## config.mk

```make
export PLATFORM = sky130hd
export DESIGN_NAME = memory_mapped_cache_access
export DESIGN_NICKNAME = d
export VERILOG_FILES = /design/src/logic/mmc_pkg.sv /design/src/logic/memory_mapped_cache_access.sv /design/src/logic/mmc_addr_decode.sv
export SDC_FILE = /design/constraint.sdc
export NUM_CORES = 1
export LEC_CHECK = 0
export BUFFER_PORTS_ARGS = -buffer_cell sky130_fd_sc_hd__buf_2
export CORE_AREA = 2 2 146 148
export CTS_BUF_LIST = sky130_fd_sc_hd__clkbuf_16
export CTS_CLUSTER_SIZE = 12
export DETAILED_ROUTE_END_ITERATION = 12
export DIE_AREA = 0 0 148 150
export GPL_TIMING_DRIVEN = 0
export PLACE_DENSITY = 0.89
export SETUP_SLACK_MARGIN = 0.4
export SKIP_CTS_REPAIR_TIMING = 1
export SLEW_MARGIN = 10
export SYNTH_ARGS = -nofsm -noshare
export SYNTH_HDL_FRONTEND = slang
export SYNTH_SLANG_ARGS = --single-unit
export TNS_END_PERCENT = 10
```

## constraint.sdc

```tcl
create_clock -name clk_i -period 5.29 [get_ports clk_i]
set_input_delay 0.7935 -clock clk_i [delete_from_list [all_inputs] [get_ports clk_i]]
set_output_delay 0.7935 -clock clk_i [all_outputs]
set_load 0.03 [all_outputs]
```

## src/logic/mmc_pkg.sv

```systemverilog
// constants and types for the memory-mapped cache access block
//
// Notes on behaviour
// - instruction cache tag array F0000000-F07FFFFF, data array F1000000-F17FFFFF.
// - operand cache tag array F0800000-F0FFFFFF, data array F1800000-F1FFFFFF.
// - way-select field 00..11 picks way 0..3 for tag and data access.
// - tag read returns addressed entry fields, never compares, whatever the A bit.
// - non-associative tag write stores tag, LRU, valid (and dirty, operand cache only) into addressed way.
// - operand tag write over a dirty valid line writes the line back first.
// - write-back sends the line's longwords at offsets 0, 4, 8, C in order.
// - associative write compares all four ways; hit updates only dirty and valid.
// - associative write with no hit changes nothing.
// - associative operand write hitting a dirty way writes the line back first.
// - longword-select field 00..11 picks longword 0..3 of the 16-byte line.
// - data array accesses never touch tag, LRU, dirty or valid.
// - data read returns the selected longword of the addressed entry and way.
// - data write stores 32-bit write data at the selected longword.
// - only the cpu reaches these arrays; the dma_controller has no path.
// - entry index comes from address bits 10 to 4.
// - tag match compares write-data bits 31-11 and needs valid set.
package mmc_pkg;
  localparam int ADDR_W = 32;
  localparam int DATA_W = 32;
  localparam int TAG_W = 21;
  localparam int IDX_W = 7;
  localparam int LRU_W = 6;
  // address bits 31:23 select the region
  localparam int REGION_MSB = 31;
  localparam int REGION_LSB = 23;
  localparam logic [8:0] REGION_IC_TAG = 9'h1E0;
  localparam logic [8:0] REGION_OC_TAG = 9'h1E1;
  localparam logic [8:0] REGION_IC_DATA = 9'h1E2;
  localparam logic [8:0] REGION_OC_DATA = 9'h1E3;
  localparam int IDX_MSB = 10;
  localparam int IDX_LSB = 4;
  localparam int WAY_MSB = 12;
  localparam int WAY_LSB = 11;
  localparam int WORD_MSB = 3;
  localparam int WORD_LSB = 2;
  localparam int ASSOC_BIT = 3;
  // tag word layout
  localparam int TAG_MSB = 31;
  localparam int TAG_LSB = 11;
  localparam int LRU_MSB = 9;
  localparam int LRU_LSB = 4;
  localparam int DIRTY_BIT = 1;
  localparam int VALID_BIT = 0;
  localparam logic [1:0] LAST_WORD = 2'h3;
  localparam logic [1:0] FIRST_WORD = 2'h0;

  typedef struct packed {
    logic [TAG_W-1:0] tag;
    logic dirty;
    logic valid;
  } tag_entry_t;

  typedef enum logic [2:0] {
    ST_IDLE = 3'h0,
    ST_WB_READ = 3'h1,
    ST_WB_SEND = 3'h3,
    ST_UPDATE = 3'h2
  } mmc_state_t;
endpackage : mmc_pkg

```

## src/logic/memory_mapped_cache_access.sv

```systemverilog
// cpu access path to the cache tag and data arrays, with write-back
//
// Our own choices: the strobed register port and the register addresses.
`timescale 1ns/1ns
module memory_mapped_cache_access
  import mmc_pkg::*;
(
  input wire logic clk_i,
  input wire logic rstn_i,
  // cpu register-style port; the only requester
  input wire logic [ADDR_W-1:0] cpu_addr_i,
  input wire logic [DATA_W-1:0] cpu_wdata_i,
  input wire logic cpu_wr_i,
  input wire logic cpu_rd_i,
  output logic [DATA_W-1:0] cpu_rdata_o,
  output logic busy_o,
  // cache array port, asynchronous read
  output logic arr_operand_o,
  output logic [IDX_W-1:0] arr_index_o,
  output logic [1:0] arr_way_o,
  output logic [1:0] arr_word_o,
  input wire tag_entry_t [3:0] tag_rdata_i,
  input wire logic [LRU_W-1:0] lru_rdata_i,
  output logic tag_wr_o,
  output tag_entry_t tag_wdata_o,
  output logic lru_wr_o,
  output logic [LRU_W-1:0] lru_wdata_o,
  input wire logic [DATA_W-1:0] data_rdata_i,
  output logic data_wr_o,
  output logic [DATA_W-1:0] data_wdata_o,
  // write-back path toward the bus controller
  output logic wb_valid_o,
  output logic [ADDR_W-1:0] wb_addr_o,
  output logic [DATA_W-1:0] wb_data_o,
  input wire logic wb_ready_i
);
  typedef struct packed {
    mmc_state_t state;
    logic operand;
    logic [IDX_W-1:0] index;
    logic [1:0] way;
    logic assoc;
    logic [DATA_W-1:0] new_word;
    logic [TAG_W-1:0] old_tag;
    logic [1:0] word;
    logic wb_valid;
    logic [ADDR_W-1:0] wb_addr;
    logic [DATA_W-1:0] wb_data;
    logic [DATA_W-1:0] rdata;
  } mmc_regs_t;

  mmc_regs_t cur;
  mmc_regs_t next_cur;

  logic dec_tag;
  logic dec_data;
  logic dec_operand;
  logic [IDX_W-1:0] dec_index;
  logic [1:0] dec_way;
  logic [1:0] dec_word;
  logic dec_assoc;

  mmc_addr_decode u_decode (
    .addr_i(cpu_addr_i),
    .tag_region_o(dec_tag),
    .data_region_o(dec_data),
    .operand_o(dec_operand),
    .index_o(dec_index),
    .way_o(dec_way),
    .word_o(dec_word),
    .assoc_o(dec_assoc)
  );

  // a hit needs the stored tag equal and the entry valid
  function automatic logic tag_hit(input tag_entry_t e,
                                   input logic [TAG_W-1:0] t);
    tag_hit = e.valid && (e.tag == t);
  endfunction : tag_hit

  // read view of one tag entry; reserved bits read as zero
  function automatic logic [DATA_W-1:0] tag_word(input tag_entry_t e,
      input logic [LRU_W-1:0] lru, input logic operand);
    logic [DATA_W-1:0] w;
    w = '0;
    w[TAG_MSB:TAG_LSB] = e.tag;
    w[LRU_MSB:LRU_LSB] = lru;
    w[DIRTY_BIT] = operand & e.dirty;
    w[VALID_BIT] = e.valid;
    tag_word = w;
  endfunction : tag_word

  // the write-back address is rebuilt from the old tag and the entry
  function automatic logic [ADDR_W-1:0] line_addr(
      input logic [TAG_W-1:0] t, input logic [IDX_W-1:0] idx,
      input logic [1:0] word);
    logic [ADDR_W-1:0] a;
    a = '0;
    a[TAG_MSB:TAG_LSB] = t;
    a[IDX_MSB:IDX_LSB] = idx;
    a[WORD_MSB:WORD_LSB] = word;
    line_addr = a;
  endfunction : line_addr

  // new flags from a tag write; the instruction cache keeps no dirty bit
  function automatic tag_entry_t new_entry(input logic [TAG_W-1:0] t,
      input logic [DATA_W-1:0] w, input logic operand);
    tag_entry_t e;
    e.tag = t;
    e.dirty = operand & w[DIRTY_BIT];
    e.valid = w[VALID_BIT];
    new_entry = e;
  endfunction : new_entry

  logic [3:0] hit_vec;
  logic [1:0] hit_way;
  tag_entry_t sel_entry;
  tag_entry_t hit_entry;
  logic [TAG_W-1:0] wr_tag;

  always_comb begin
    wr_tag = cpu_wdata_i[TAG_MSB:TAG_LSB];
    hit_way = 2'h0;
    for (int i = 0; i < 4; i++) begin
      hit_vec[i] = tag_hit(tag_rdata_i[i], wr_tag);
    end
    // one-hot by contract, so the lowest hit is the only hit
    for (int i = 3; i >= 0; i--) begin
      if (hit_vec[i]) begin
        hit_way = 2'(i);
      end
    end
    sel_entry = tag_rdata_i[dec_way];
    hit_entry = tag_rdata_i[hit_way];
  end

  always_comb begin
    next_cur = cur;
    next_cur.rdata = '0;
    arr_operand_o = dec_operand;
    arr_index_o = dec_index;
    arr_way_o = dec_way;
    arr_word_o = dec_word;
    tag_wr_o = 1'b0;
    tag_wdata_o = '0;
    lru_wr_o = 1'b0;
    lru_wdata_o = '0;
    data_wr_o = 1'b0;
    data_wdata_o = '0;
    case (cur.state)
      ST_IDLE: begin
        // reads never compare and never write anything
        if (cpu_rd_i && dec_tag) begin
          next_cur.rdata = tag_word(sel_entry, lru_rdata_i, dec_operand);
        end else if (cpu_rd_i && dec_data) begin
          next_cur.rdata = data_rdata_i;
        end
        if (cpu_wr_i && dec_data) begin
          data_wr_o = 1'b1;
          data_wdata_o = cpu_wdata_i;
        end else if (cpu_wr_i && dec_tag) begin
          next_cur.operand = dec_operand;
          next_cur.index = dec_index;
          next_cur.assoc = dec_assoc;
          next_cur.new_word = cpu_wdata_i;
          next_cur.word = FIRST_WORD;
          if (!dec_assoc) begin
            next_cur.way = dec_way;
            next_cur.old_tag = sel_entry.tag;
            if (dec_operand && sel_entry.dirty && sel_entry.valid) begin
              next_cur.state = ST_WB_READ;
            end else begin
              tag_wr_o = 1'b1;
              tag_wdata_o = new_entry(wr_tag, cpu_wdata_i, dec_operand);
              lru_wr_o = 1'b1;
              lru_wdata_o = cpu_wdata_i[LRU_MSB:LRU_LSB];
            end
          end else if (|hit_vec) begin
            arr_way_o = hit_way;
            next_cur.way = hit_way;
            next_cur.old_tag = hit_entry.tag;
            if (dec_operand && hit_entry.dirty) begin
              next_cur.state = ST_WB_READ;
            end else begin
              // tag and LRU stay as they are
              tag_wr_o = 1'b1;
              tag_wdata_o = new_entry(hit_entry.tag, cpu_wdata_i,
                                      dec_operand);
            end
          end
          // an associative miss falls through untouched
        end
      end
      ST_WB_READ: begin
        arr_operand_o = cur.operand;
        arr_index_o = cur.index;
        arr_way_o = cur.way;
        arr_word_o = cur.word;
        next_cur.wb_data = data_rdata_i;
        next_cur.wb_addr = line_addr(cur.old_tag, cur.index, cur.word);
        next_cur.wb_valid = 1'b1;
        next_cur.state = ST_WB_SEND;
      end
      ST_WB_SEND: begin
        arr_operand_o = cur.operand;
        arr_index_o = cur.index;
        arr_way_o = cur.way;
        arr_word_o = cur.word;
        if (wb_ready_i) begin
          next_cur.wb_valid = 1'b0;
          // fixed order 0, 4, 8, C rather than wrapping
          if (cur.word == LAST_WORD) begin
            next_cur.state = ST_UPDATE;
          end else begin
            next_cur.word = cur.word + 2'h1;
            next_cur.state = ST_WB_READ;
          end
        end
      end
      ST_UPDATE: begin
        // tag fields land only after the whole line has left
        arr_operand_o = cur.operand;
        arr_index_o = cur.index;
        arr_way_o = cur.way;
        tag_wr_o = 1'b1;
        if (cur.assoc) begin
          tag_wdata_o = new_entry(cur.old_tag, cur.new_word, cur.operand);
        end else begin
          tag_wdata_o = new_entry(cur.new_word[TAG_MSB:TAG_LSB],
                                  cur.new_word, cur.operand);
          lru_wr_o = 1'b1;
          lru_wdata_o = cur.new_word[LRU_MSB:LRU_LSB];
        end
        next_cur.state = ST_IDLE;
      end
      default: begin
        next_cur.state = ST_IDLE;
        next_cur.wb_valid = 1'b0;
      end
    endcase
  end

  always_ff @(posedge clk_i or negedge rstn_i) begin
    if (!rstn_i) begin
      cur <= '{state: ST_IDLE, default: '0};
    end else begin
      cur <= next_cur;
    end
  end

  // requests are ignored while busy; the cpu holds off
  assign busy_o = (cur.state != ST_IDLE);
  assign cpu_rdata_o = cur.rdata;
  assign wb_valid_o = cur.wb_valid;
  assign wb_addr_o = cur.wb_addr;
  assign wb_data_o = cur.wb_data;
endmodule : memory_mapped_cache_access

```

## src/logic/mmc_addr_decode.sv

```systemverilog
// address decoder for the mapped cache regions
`timescale 1ns/1ns
module mmc_addr_decode
  import mmc_pkg::*;
(
  input wire logic [ADDR_W-1:0] addr_i,
  output logic tag_region_o,
  output logic data_region_o,
  output logic operand_o,
  output logic [IDX_W-1:0] index_o,
  output logic [1:0] way_o,
  output logic [1:0] word_o,
  output logic assoc_o
);
  logic [8:0] region;

  assign region = addr_i[REGION_MSB:REGION_LSB];
  assign tag_region_o = (region == REGION_IC_TAG) ||
                        (region == REGION_OC_TAG);
  assign data_region_o = (region == REGION_IC_DATA) ||
                         (region == REGION_OC_DATA);
  assign operand_o = (region == REGION_OC_TAG) ||
                     (region == REGION_OC_DATA);
  assign index_o = addr_i[IDX_MSB:IDX_LSB];
  assign way_o = addr_i[WAY_MSB:WAY_LSB];
  assign word_o = addr_i[WORD_MSB:WORD_LSB];
  assign assoc_o = addr_i[ASSOC_BIT];
endmodule : mmc_addr_decode

```

==> summary.md, run 1 <==
| Metric | Value |
|---|---|
| Routed Antenna Nets | `0` |
| DR DRC count | `0` |
| Nets | `1,609` |
| Xor/xnor cell area share of the yosys netlist | `7.013%` |
| Area Growth Syn to Fin | `25.30%` |
| Post-synth EDFFs | `0` |
| Die W | `148 um` |
| Root Buffer | `clkbuf_16` |
| Final WL | `38,710 um` |
| Slowest cell delay on critical path | `0.66 ns` |
| RePlAce Congestion | `0.9787` |
| CTS H-tree lvls | `4` |
| Max_cap viols | `0` |
| Top cell by count, worst path | `buf_2` |
| Drt first-iter violations | `796` |
| Clock buffer depth | `2` |
| Avg Synthesized Cell Area | `9.991 um2` |
| VDD IR max | `0.0002346 V` |
| P_leak | `7.060 nW` |
| Gr ovfl total | `0` |
| # setup viols final | `0` |
| Routed len/inst | `22.72 um` |
| CTS tree | `done` |
| Post-synthesis simple-gate area fraction | `12.85%` |
| Share of the synthesized area in the top cell type | `38.17%` |
| Hold crit path type | `primary input to asynchronous set/reset pin` |
| Slew headroom | `25.30%` |
| Synth Flop Type | `dfrtp_1` |
| Syn. warnings | `0` |
| Worst slew pin tran | `1.120 ns` |
| Tot GR Track Use | `34.29%` |
| Synthesized flop and latch total | `160` |
| Status | `complete, no violations` |
| Mux share of post-synthesis cell area | `21.90%` |
| Largest family of logic cells by synthesized area | `multiplexers` |
| Core ar. | `20,690 um2` |
| Cts bufs inserted | `17` |
| Synth Area in Compound Gates | `8.719%` |
| Power Total | `4.693 mW` |
| Clock Latency Late Sink | `0.44 ns` |
| Adder-Cell Fraction of Synth Area | `0.5964%` |
| Cell Pwr Density | `357.1 nW/um2` |
| Final hold viol count | `0` |
| Final core utilization | `63.53%` |
| Async set-reset flop share out of synthesis | `100.0%` |
| DR vias/cell | `5.700` |
| # fillers | `1,768` |
| Register area share after synthesis | `38.17%` |
| IO Count | `373` |
| Mapped Cells | `1,050` |
| Setup crit end kind | `output pin` |
| Via Count | `9,713` |
| Tcrit/Tclk final | `89.97%` |
| Die ar. | `22,200 um2` |
| Vias in the first global route | `9,653` |
| Mapped cell area | `10,490 um2` |
| Top cell type by total area after synthesis | `dfrtp_1` |
| CP max-delay cell | `nor4_1` |
| CTS sink count | `160` |
| Top cells by area in the synthesized netlist | `dfrtp_1, mux2_2, buf_4, mux2i_1, nand2_1` |
| CP Cell Sequence | `buf_2 > xnor2_1 > nand4_1 > nor4_1 > a22oi_1 > o21ai_1 > a31o_2 > nand3_1 > buf_2 > o21ai_1 > buf_2` |
| Post-synth top cells | `dfrtp_1, nand2_1, buf_4` |
| Clk pin slew, worst setup/hold paths | `0.07 ns` |
| Setup Skew | `0.009235 ns` |
| Core Rows | `53` |
| Crit Path Class | `primary input to output pin` |
| Chip height | `150 um` |
| Initial antenna violation count | `12` |
| Max Clk Rate | `0.2101 GHz` |
| First-pass GRT wire length | `56,370 um` |
| CP Launch Type | `primary input` |
| Initial core utilization | `50.70%` |
| Critical path data arrival time | `3.97 ns` |
| Largest net degree at the start of global routing | `92` |
| Synth cell types | `47` |
| Minimum clock period | `4.759 ns` |
| RSZ-0062 raised after global routing | `no` |
| Pre-antenna DRT Iters | `6` |
| Layout cell share with drive strength beyond 1 | `43.79%` |
| Crit-path max FO | `10` |
| DP HPWL | `30,320 um` |
| Worst path required time | `4.50 ns` |
| Port bufs | `334` |
| Sum Neg Setup Slack | `0 ns` |
| Slew Viols, Final | `0` |
| Most frequent cell after synthesis | `dfrtp_1` |
[logic make-up after synthesis]
group                      count (synthesis)
AOI/OAI and AO/OA                        131
xor gates and xnor gates                  84
adders and majority gates                  5
buffers and inverters                    184
DFF                                      160
muxes                                    189
other                                      1
and+or+nand+nor                          296
[stage by stage]
step / instances / hold WS, ns / instance area, um2 / worst slack [ns]
6_report: 1704 / 0.2992 / 13140 / 0.5306
4_1_cts: 1693 / 0.3287 / 13120 / 0.6433
3_3_place_gp: 1660 / 0.4541 / 12510 / 0.7191
5_1_grt: 1702 / 0.3495 / 13140 / 0.4715
3_5_place_dp: 1661 / 0.4623 / 12550 / 0.6750
2_1_floorplan: 1051 / 0.4420 / 10490 / 1.241
[sequential cells by signal, summed over array words and instances, names as in the netlist]
signal / cells
cur: 65
cpu_rdata_o: 32
wb_addr_o: 30
wb_data_o: 32
wb_valid_o: 1
[critical path: cells and delay by family]
| family | cells | cell delay (ns) |
|---|---|---|
| xor+xnor | 1 | 0.34 |
| compound gates | 4 | 1.09 |
| simple gates | 3 | 1.04 |
| buf+inv | 3 | 0.70 |
[where the power goes]
part | leakage (nW) | internal, mW | switching [mW]
sequential | 2.15 | 1.41 | 0.115
clock | 0.273 | 0.626 | 0.603
combinational | 4.63 | 0.807 | 1.13
total | 7.06 | 2.85 | 1.85
[cell usage in the layout (no fill, tap or decap), types with 4 or more instances in the layout]
| cell | n |
|---|---|
| a31oi_1 | 27 |
| nor2_1 | 56 |
| a22oi_1 | 23 |
| nand3_1 | 11 |
| clkbuf_16 | 17 |
| and2_1 | 34 |
| o21ai_0 | 9 |
| o22a_1 | 21 |
| buf_2 | 362 |
| mux2i_1 | 72 |
| o21ai_1 | 21 |
| dfrtp_1 | 160 |
| a22o_1 | 10 |
| inv_1 | 6 |
| nand2_1 | 145 |
| mux4_2 | 23 |
| clkbuf_1 | 40 |
| xor2_1 | 32 |
| and3_1 | 11 |
| xnor2_1 | 52 |
| a21oi_1 | 7 |
| buf_1 | 6 |
| diode_2 | 11 |
| mux2_2 | 94 |
| inv_6 | 4 |
| nand4_1 | 14 |
| buf_6 | 4 |
| ha_1 | 5 |
| inv_8 | 5 |
| buf_4 | 98 |
| nor4_1 | 11 |
[cell type report]
class,count,area (um2),area share (%)
Antenna cell,11,27.53,0.2094
Buffer,177,1099,8.358
Clock buffer,17,425.4,3.237
Clock inverter,15,143.9,1.095
Inverter,7,26.28,0.1999
Multi-Input combinational cell,707,5365,40.82
Sequential cell,160,4004,30.46
Tap cell,275,344.1,2.618
Timing Repair Buffer,335,1709,13.00
[final timing paths]
path,start,endpoint,slack [ns],depth (start not counted)
min reg2reg,cur[135],cur[135],0.48,2
min,rstn_i,wb_data_o[16],0.30,1
min in group clk_i,cur[135],cur[135],0.48,2
max in group asynchronous,rstn_i,wb_addr_o[3],4.12,2
max reg2reg,cur[164],cpu_rdata_o[27],2.68,7
max,cpu_wdata_i[27],tag_wdata_o[12],0.53,11
[layer usage]
layer,routed length [um],up-vias,GRT usage (%)
met3,3906,106,8.476
met4,1387,6,13.95
met2,18860,611,58.17
li1,-,4282,-
met1,14510,4708,42.04
met5,41,-,0
(Power assumes the default switching activity.)
==> run 2, diff against run 1 <==
--- a/config.mk
+++ b/config.mk
@@ -6,16 +6,15 @@
 export NUM_CORES = 1
 export LEC_CHECK = 0
 export BUFFER_PORTS_ARGS = -buffer_cell sky130_fd_sc_hd__buf_2
-export CORE_AREA = 2 2 146 148
+export CORE_MARGIN = 2
+export CORE_UTILIZATION = 31
 export CTS_BUF_LIST = sky130_fd_sc_hd__clkbuf_16
 export CTS_CLUSTER_SIZE = 12
 export DETAILED_ROUTE_END_ITERATION = 12
-export DIE_AREA = 0 0 148 150
 export GPL_TIMING_DRIVEN = 0
-export PLACE_DENSITY = 0.89
+export PLACE_DENSITY = 0.61
 export SETUP_SLACK_MARGIN = 0.4
 export SKIP_CTS_REPAIR_TIMING = 1
-export SLEW_MARGIN = 10
 export SYNTH_ARGS = -nofsm -noshare
 export SYNTH_HDL_FRONTEND = slang
 export SYNTH_SLANG_ARGS = --single-unit
==> run 2 against run 1 <==
Combinational power barely moved; register-to-register slack barely moved; utilization shrank 23 points; via count down 2.8%; final cell count up 10%; non-clock buffer count unchanged; first-iteration DRC count is 17% lower; clock power rose by 6%; largest power group unchanged.
==> summary.md, run 2 (synthesis gave the netlist of run 1 again) <==
| Metric | Value |
|---|---|
| CP max-delay cell | `clkbuf_1` |
| Cell family with most CP delay | `compound AO/OA/AOI/OAI gates` |
| Area Growth Syn to Fin | `27.71%` |
| Drt first-iter violations | `663` |
| RSZ-0062 raised after global routing | `no` |
| Root Buffer | `clkbuf_16` |
| Clock Latency Late Sink | `0.45 ns` |
| CP Cell Sequence | `buf_2 > xnor2_1 > nand4_1 > nor4_2 > o2bb2a_2 > o21ai_0 > clkbuf_1 > o22a_1 > o21ai_1 > buf_2` |
| VDD IR max | `0.0002611 V` |
| Top cell by count, worst path | `buf_2` |
| Gr ovfl total | `0` |
| Pre-antenna DRT Iters | `5` |
| Crit-path max FO | `10` |
| Cts bufs inserted | `17` |
| Largest register FFs | `65` |
| CTS sink count | `160` |
| Layout cell share with drive strength beyond 1 | `44.01%` |
| Slew headroom | `30.00%` |
| Vias in the first global route | `9,320` |
| Crit Path Class | `primary input to output pin` |
| Status | `complete, no violations` |
| Clock buffer depth | `2` |
| Chip height | `188.0 um` |
| WHS | `0.3284 ns` |
| DR DRC count | `0` |
| CP Buf/Inv Count | `3` |
| Routed Antenna Nets | `0` |
| Hold crit path type | `primary input to asynchronous set/reset pin` |
| Die W | `188.0 um` |
| Setup Skew | `0.01426 ns` |
| Core Rows | `67` |
| Initial core utilization | `31.36%` |
| Nets | `1,609` |
| Final WL | `40,830 um` |
| Final core utilization | `40.05%` |
| Initial antenna violation count | `11` |
| Slew Viols, Final | `0` |
| Final hold viol count | `0` |
| CTS tree | `done` |
| RePlAce Congestion | `1.005` |
| Most frequent cells in the layout | `buf_2, dfrtp_1, nand2_1` |
| Tot GR Track Use | `23.02%` |
| DP Worst Slack | `0.4984 ns` |
| Slowest cell delay on critical path | `0.59 ns` |
| Routed len/inst | `21.77 um` |
| CP Launch Type | `primary input` |
| Max_cap viols | `0` |
| Via Count | `9,442` |
| Tcrit/Tclk final | `90.27%` |
| Max Clk Rate | `0.2094 GHz` |
| DP HPWL | `32,150 um` |
| Critical path data arrival time | `3.98 ns` |
| Setup crit end kind | `output pin` |
| Commonest non-fill, non-tap cell in the layout | `buf_2` |
| First-pass GRT wire length | `60,200 um` |
| R2r worst-path depth | `5` |
| Worst slew pin tran | `1.050 ns` |
| P_leak | `7.074 nW` |
| Minimum clock period | `4.775 ns` |
| Power Total | `4.772 mW` |
| Cell Pwr Density | `356.2 nW/um2` |
| Port bufs | `334` |
| Reg2Reg Setup Slack | `2.69 ns` |
| Largest net degree at the start of global routing | `83` |
| Sum Neg Setup Slack | `0 ns` |
| Top reg by flops | `cur` |
| Clk pin slew, worst setup/hold paths | `0.07 ns` |
| WP depth | `10` |
| Die ar. | `35,330 um2` |
| DR vias/cell | `5.033` |
| Setup ws final | `0.5147 ns` |
| IO Count | `373` |
| Worst path required time | `4.50 ns` |
| CTS H-tree lvls | `4` |
| # setup viols final | `0` |
| Core ar. | `33,450 um2` |
[run 2: worst paths after layout]
| path | start | to |
|---|---|---|
| max | cpu_wdata_i[26] | tag_wdata_o[2] |
| min | rstn_i | wb_data_o[7] |
| max reg2reg | cur[164] | wb_addr_o[20] |
| min reg2reg | cur[132] | cur[132] |
| max in group asynchronous | rstn_i | cur[138] |
| min in group clk_i | cur[132] | cur[132] |
[run 2: layout make-up]
type | count | area [um2]
Clock inverter | 15 | 168.9
Inverter | 7 | 26.28
Tap cell | 448 | 560.5
Multi-Input combinational cell | 707 | 5378
Timing Repair Buffer | 335 | 1709
Antenna cell | 10 | 25.02
Sequential cell | 160 | 4004
Fill cell | 3369 | 20050
Buffer | 177 | 1100
Clock buffer | 17 | 425.4
[run 2: layer usage]
layer	up-vias	track usage (%)	routed length [um]
li1	4288	-	-
met1	4586	30.58	17650
met2	502	37.29	19040
met3	64	4.585	2996
met4	2	8.177	1124
met5	-	0	13
[run 2: power breakdown]
part | total (mW) | leakage [nW] | internal (mW) | switching (mW)
registers | 1.52 | 2.15 | 1.41 | 0.103
logic | 1.96 | 4.64 | 0.808 | 1.15
clock network | 1.30 | 0.284 | 0.675 | 0.620
[run 2: per-stage QoR]
step	area, um2	instances
2_1_floorplan	10490	1051
3_3_place_gp	12730	1833
3_5_place_dp	12760	1834
4_1_cts	13360	1866
5_1_grt	13390	1872
6_report	13400	1876
[run 2: worst reg2reg max path: stages, from the launching register on]
cell,delay (ns)
dfrtp_1,0.45
inv_1,0.13
ha_1,0.19
clkbuf_1,0.69
clkbuf_1,0.61
mux2_2,0.41
==> run 3, diff against run 2 <==
--- a/config.mk
+++ b/config.mk
@@ -7,12 +7,12 @@
 export LEC_CHECK = 0
 export BUFFER_PORTS_ARGS = -buffer_cell sky130_fd_sc_hd__buf_2
 export CORE_MARGIN = 2
-export CORE_UTILIZATION = 31
-export CTS_BUF_LIST = sky130_fd_sc_hd__clkbuf_16
+export CORE_UTILIZATION = 50
+export CTS_BUF_LIST = sky130_fd_sc_hd__clkbuf_4 sky130_fd_sc_hd__clkbuf_8
 export CTS_CLUSTER_SIZE = 12
 export DETAILED_ROUTE_END_ITERATION = 12
 export GPL_TIMING_DRIVEN = 0
-export PLACE_DENSITY = 0.61
+export PLACE_DENSITY = 0.87
 export SETUP_SLACK_MARGIN = 0.4
 export SKIP_CTS_REPAIR_TIMING = 1
 export SYNTH_ARGS = -nofsm -noshare
==> run 3 against run 2 <==
Non-clock buffer count unchanged; cell area down 3.2%; via count up 3.2%; total power down 8.3%; clock skew down 0.0023 ns; critical path depth up 1; global-route usage up 12 points; first-iteration DRC count up 38%.
==> summary.md, run 3 (synthesis gave the netlist of run 1 again) <==
| Metric | Value |
|---|---|
| Layout cell share with drive strength beyond 1 | `43.79%` |
| Tcrit/Tclk final | `91.16%` |
| # setup viols final | `0` |
| Cell Pwr Density | `337.4 nW/um2` |
| # fillers | `1,740` |
| Gr ovfl total | `0` |
| Worst slew pin tran | `1.042 ns` |
| IO Count | `373` |
| Hold crit path type | `primary input to asynchronous set/reset pin` |
| RSZ-0062 raised after global routing | `no` |
| Vias in the first global route | `9,520` |
| Setup Skew | `0.01196 ns` |
| VDD IR max | `0.0003265 V` |
| Combinational power share | `44.2%` |
| Worst path required time | `4.50 ns` |
| CP startpoint | `cpu_wdata_i[27]` |
| Setup crit end kind | `output pin` |
| Final hold viol count | `0` |
| Initial core utilization | `51.35%` |
| DR DRC count | `0` |
| Largest register FFs | `65` |
| Top reg by flops | `cur` |
| Area Growth Syn to Fin | `23.62%` |
| Clock Latency Late Sink | `0.48 ns` |
| Nets | `1,609` |
| Commonest non-fill, non-tap cell in the layout | `buf_2` |
| Cell Int Power | `2.578 mW` |
| CTS tree | `done` |
| Critical path data arrival time | `4.03 ns` |
| Crit-path max FO | `10` |
| CTS H-tree lvls | `4` |
| First-pass GRT wire length | `56,710 um` |
| Clk network pwr share | `21.1%` |
| Sum Neg Setup Slack | `0 ns` |
| Largest net degree at the start of global routing | `103` |
| Routed Antenna Nets | `0` |
| Psw | `1.798 mW` |
| Clock buffer depth | `2` |
| Pre-antenna DRT Iters | `6` |
| P_leak | `6.987 nW` |
| Worst flop-to-flop path startpoint | `cur[164]` |
| Port bufs | `334` |
| RePlAce Congestion | `0.9791` |
| Core Rows | `52` |
| DR vias/cell | `5.747` |
| Area of the multi-input gates | `5365 um2` |
| Tot GR Track Use | `34.74%` |
| Clk pin slew, worst setup/hold paths | `0.11 ns` |
| CP Launch Type | `primary input` |
| Cts bufs inserted | `17` |
| Crit Path Class | `primary input to output pin` |
| Slew Viols, Final | `0` |
| Die ar. | `22,150 um2` |
| Switching Share | `41.09%` |
| Via Count | `9,741` |
| Final WL | `38,600 um` |
| WHS | `0.2268 ns` |
| DP HPWL | `30,190 um` |
| Most frequent cells in the layout | `buf_2, dfrtp_1, nand2_1` |
| Core ar. | `20,430 um2` |
| Root Buffer | `clkbuf_8` |
| Minimum clock period | `4.823 ns` |
| Slew headroom | `29.97%` |
| Die W | `148.8 um` |
| Reg area | `4004 um2` |
| Drt first-iter violations | `912` |
| Max Clk Rate | `0.2074 GHz` |
| Routed len/inst | `22.77 um` |
| CTS sink count | `160` |
| Max_cap viols | `0` |
| Initial antenna violation count | `9` |
| Seq pwr share | `34.7%` |
| Status | `complete, no violations` |
| Chip height | `148.8 um` |
==> run 3: cell types whose count changed in the layout (fill, tap and decap cells not counted), moves of 2 or more <==
| cell | previous run | this run |
|---|---|---|
| inv_8 | 5 | 3 |
| clkbuf_16 | 17 | 0 |
| clkbuf_8 | 0 | 17 |
| clkinv_4 | 1 | 4 |
| inv_6 | 4 | 2 |
| nor4_2 | 4 | 2 |
| diode_2 | 10 | 7 |
| nor4_1 | 9 | 11 |
| clkinv_8 | 1 | 5 |
| clkinvlp_4 | 3 | 1 |
==> run 3: stage by stage <==
stage / worst slack [ns] / total power [mW] / cells / utilization, % / instance area, um2
6_report: 0.4674 / 4.376 / 1695 / 63.47 / 12970
3_3_place_gp: 0.5908 / 3.422 / 1655 / 61.20 / 12500
4_1_cts: 0.6305 / 4.385 / 1688 / 63.39 / 12950
3_5_place_dp: 0.6325 / 3.467 / 1656 / 61.39 / 12540
5_1_grt: 0.4185 / 4.574 / 1694 / 63.46 / 12960
2_1_floorplan: 1.241 / 2.906 / 1051 / - / 10490
==> run 3: worst paths after layout <==
| path | depth (start not counted) | slack, ns | endpoint |
|---|---|---|---|
| worst max-delay path | 11 | 0.47 | tag_wdata_o[21] |
| worst min-delay path | 1 | 0.23 | cur[162] |
| worst max register to register | 5 | 2.66 | wb_addr_o[25] |
| worst min register to register | 2 | 0.49 | cur[132] |
| max in group asynchronous | 2 | 4.17 | cur[141] |
| min in group clk_i | 2 | 0.49 | cur[132] |
==> run 3: final cells by class <==
| type | instances | area share (%) |
|---|---|---|
| multi-input cells | 707 | 41.37 |
| inverters | 7 | 0.2026 |
| flip-flops and latches | 160 | 30.88 |
| plain buffers | 177 | 8.472 |
| clock buffers | 17 | 1.804 |
| diodes | 7 | 0.1351 |
| repair buffers | 335 | 13.18 |
| clock inverters | 15 | 1.351 |
| well taps | 270 | 2.605 |
==> run 3: critical path, stage by stage <==
cell and delay [ns]:
buf_2 0.17, xnor2_1 0.31, nand4_1 0.15, nor4_1 0.66
nand2_1 0.20, nand2_1 0.12, o21ai_0 0.18, clkbuf_1 0.40
o22a_1 0.33, o21ai_0 0.40, buf_2 0.29
==> run 3: per-layer routing <==
metal  vias to the layer above  share of wire [%]  GRT usage (%)  routed length [um]
li1                       4285                  -              -                   -
met1                      4703                 38          42.75               14600
met2                       625                 47          57.36               18290
met3                       122                9.8          8.379                3800
met4                         6                4.8          17.29                1872
met5                         -              0.091              0                  35
==> run 3: power by group through the flow <==
stage / Sequential (mW) / Combinational (mW) / Clock, mW
CTS: 1.52 / 1.93 / 0.937
floorplan: 1.52 / 1.39 / 0
finish: 1.52 / 1.94 / 0.922
global placement: 1.53 / 1.89 / 0
detailed placement: 1.54 / 1.92 / 0
global route: 1.54 / 2.04 / 0.986
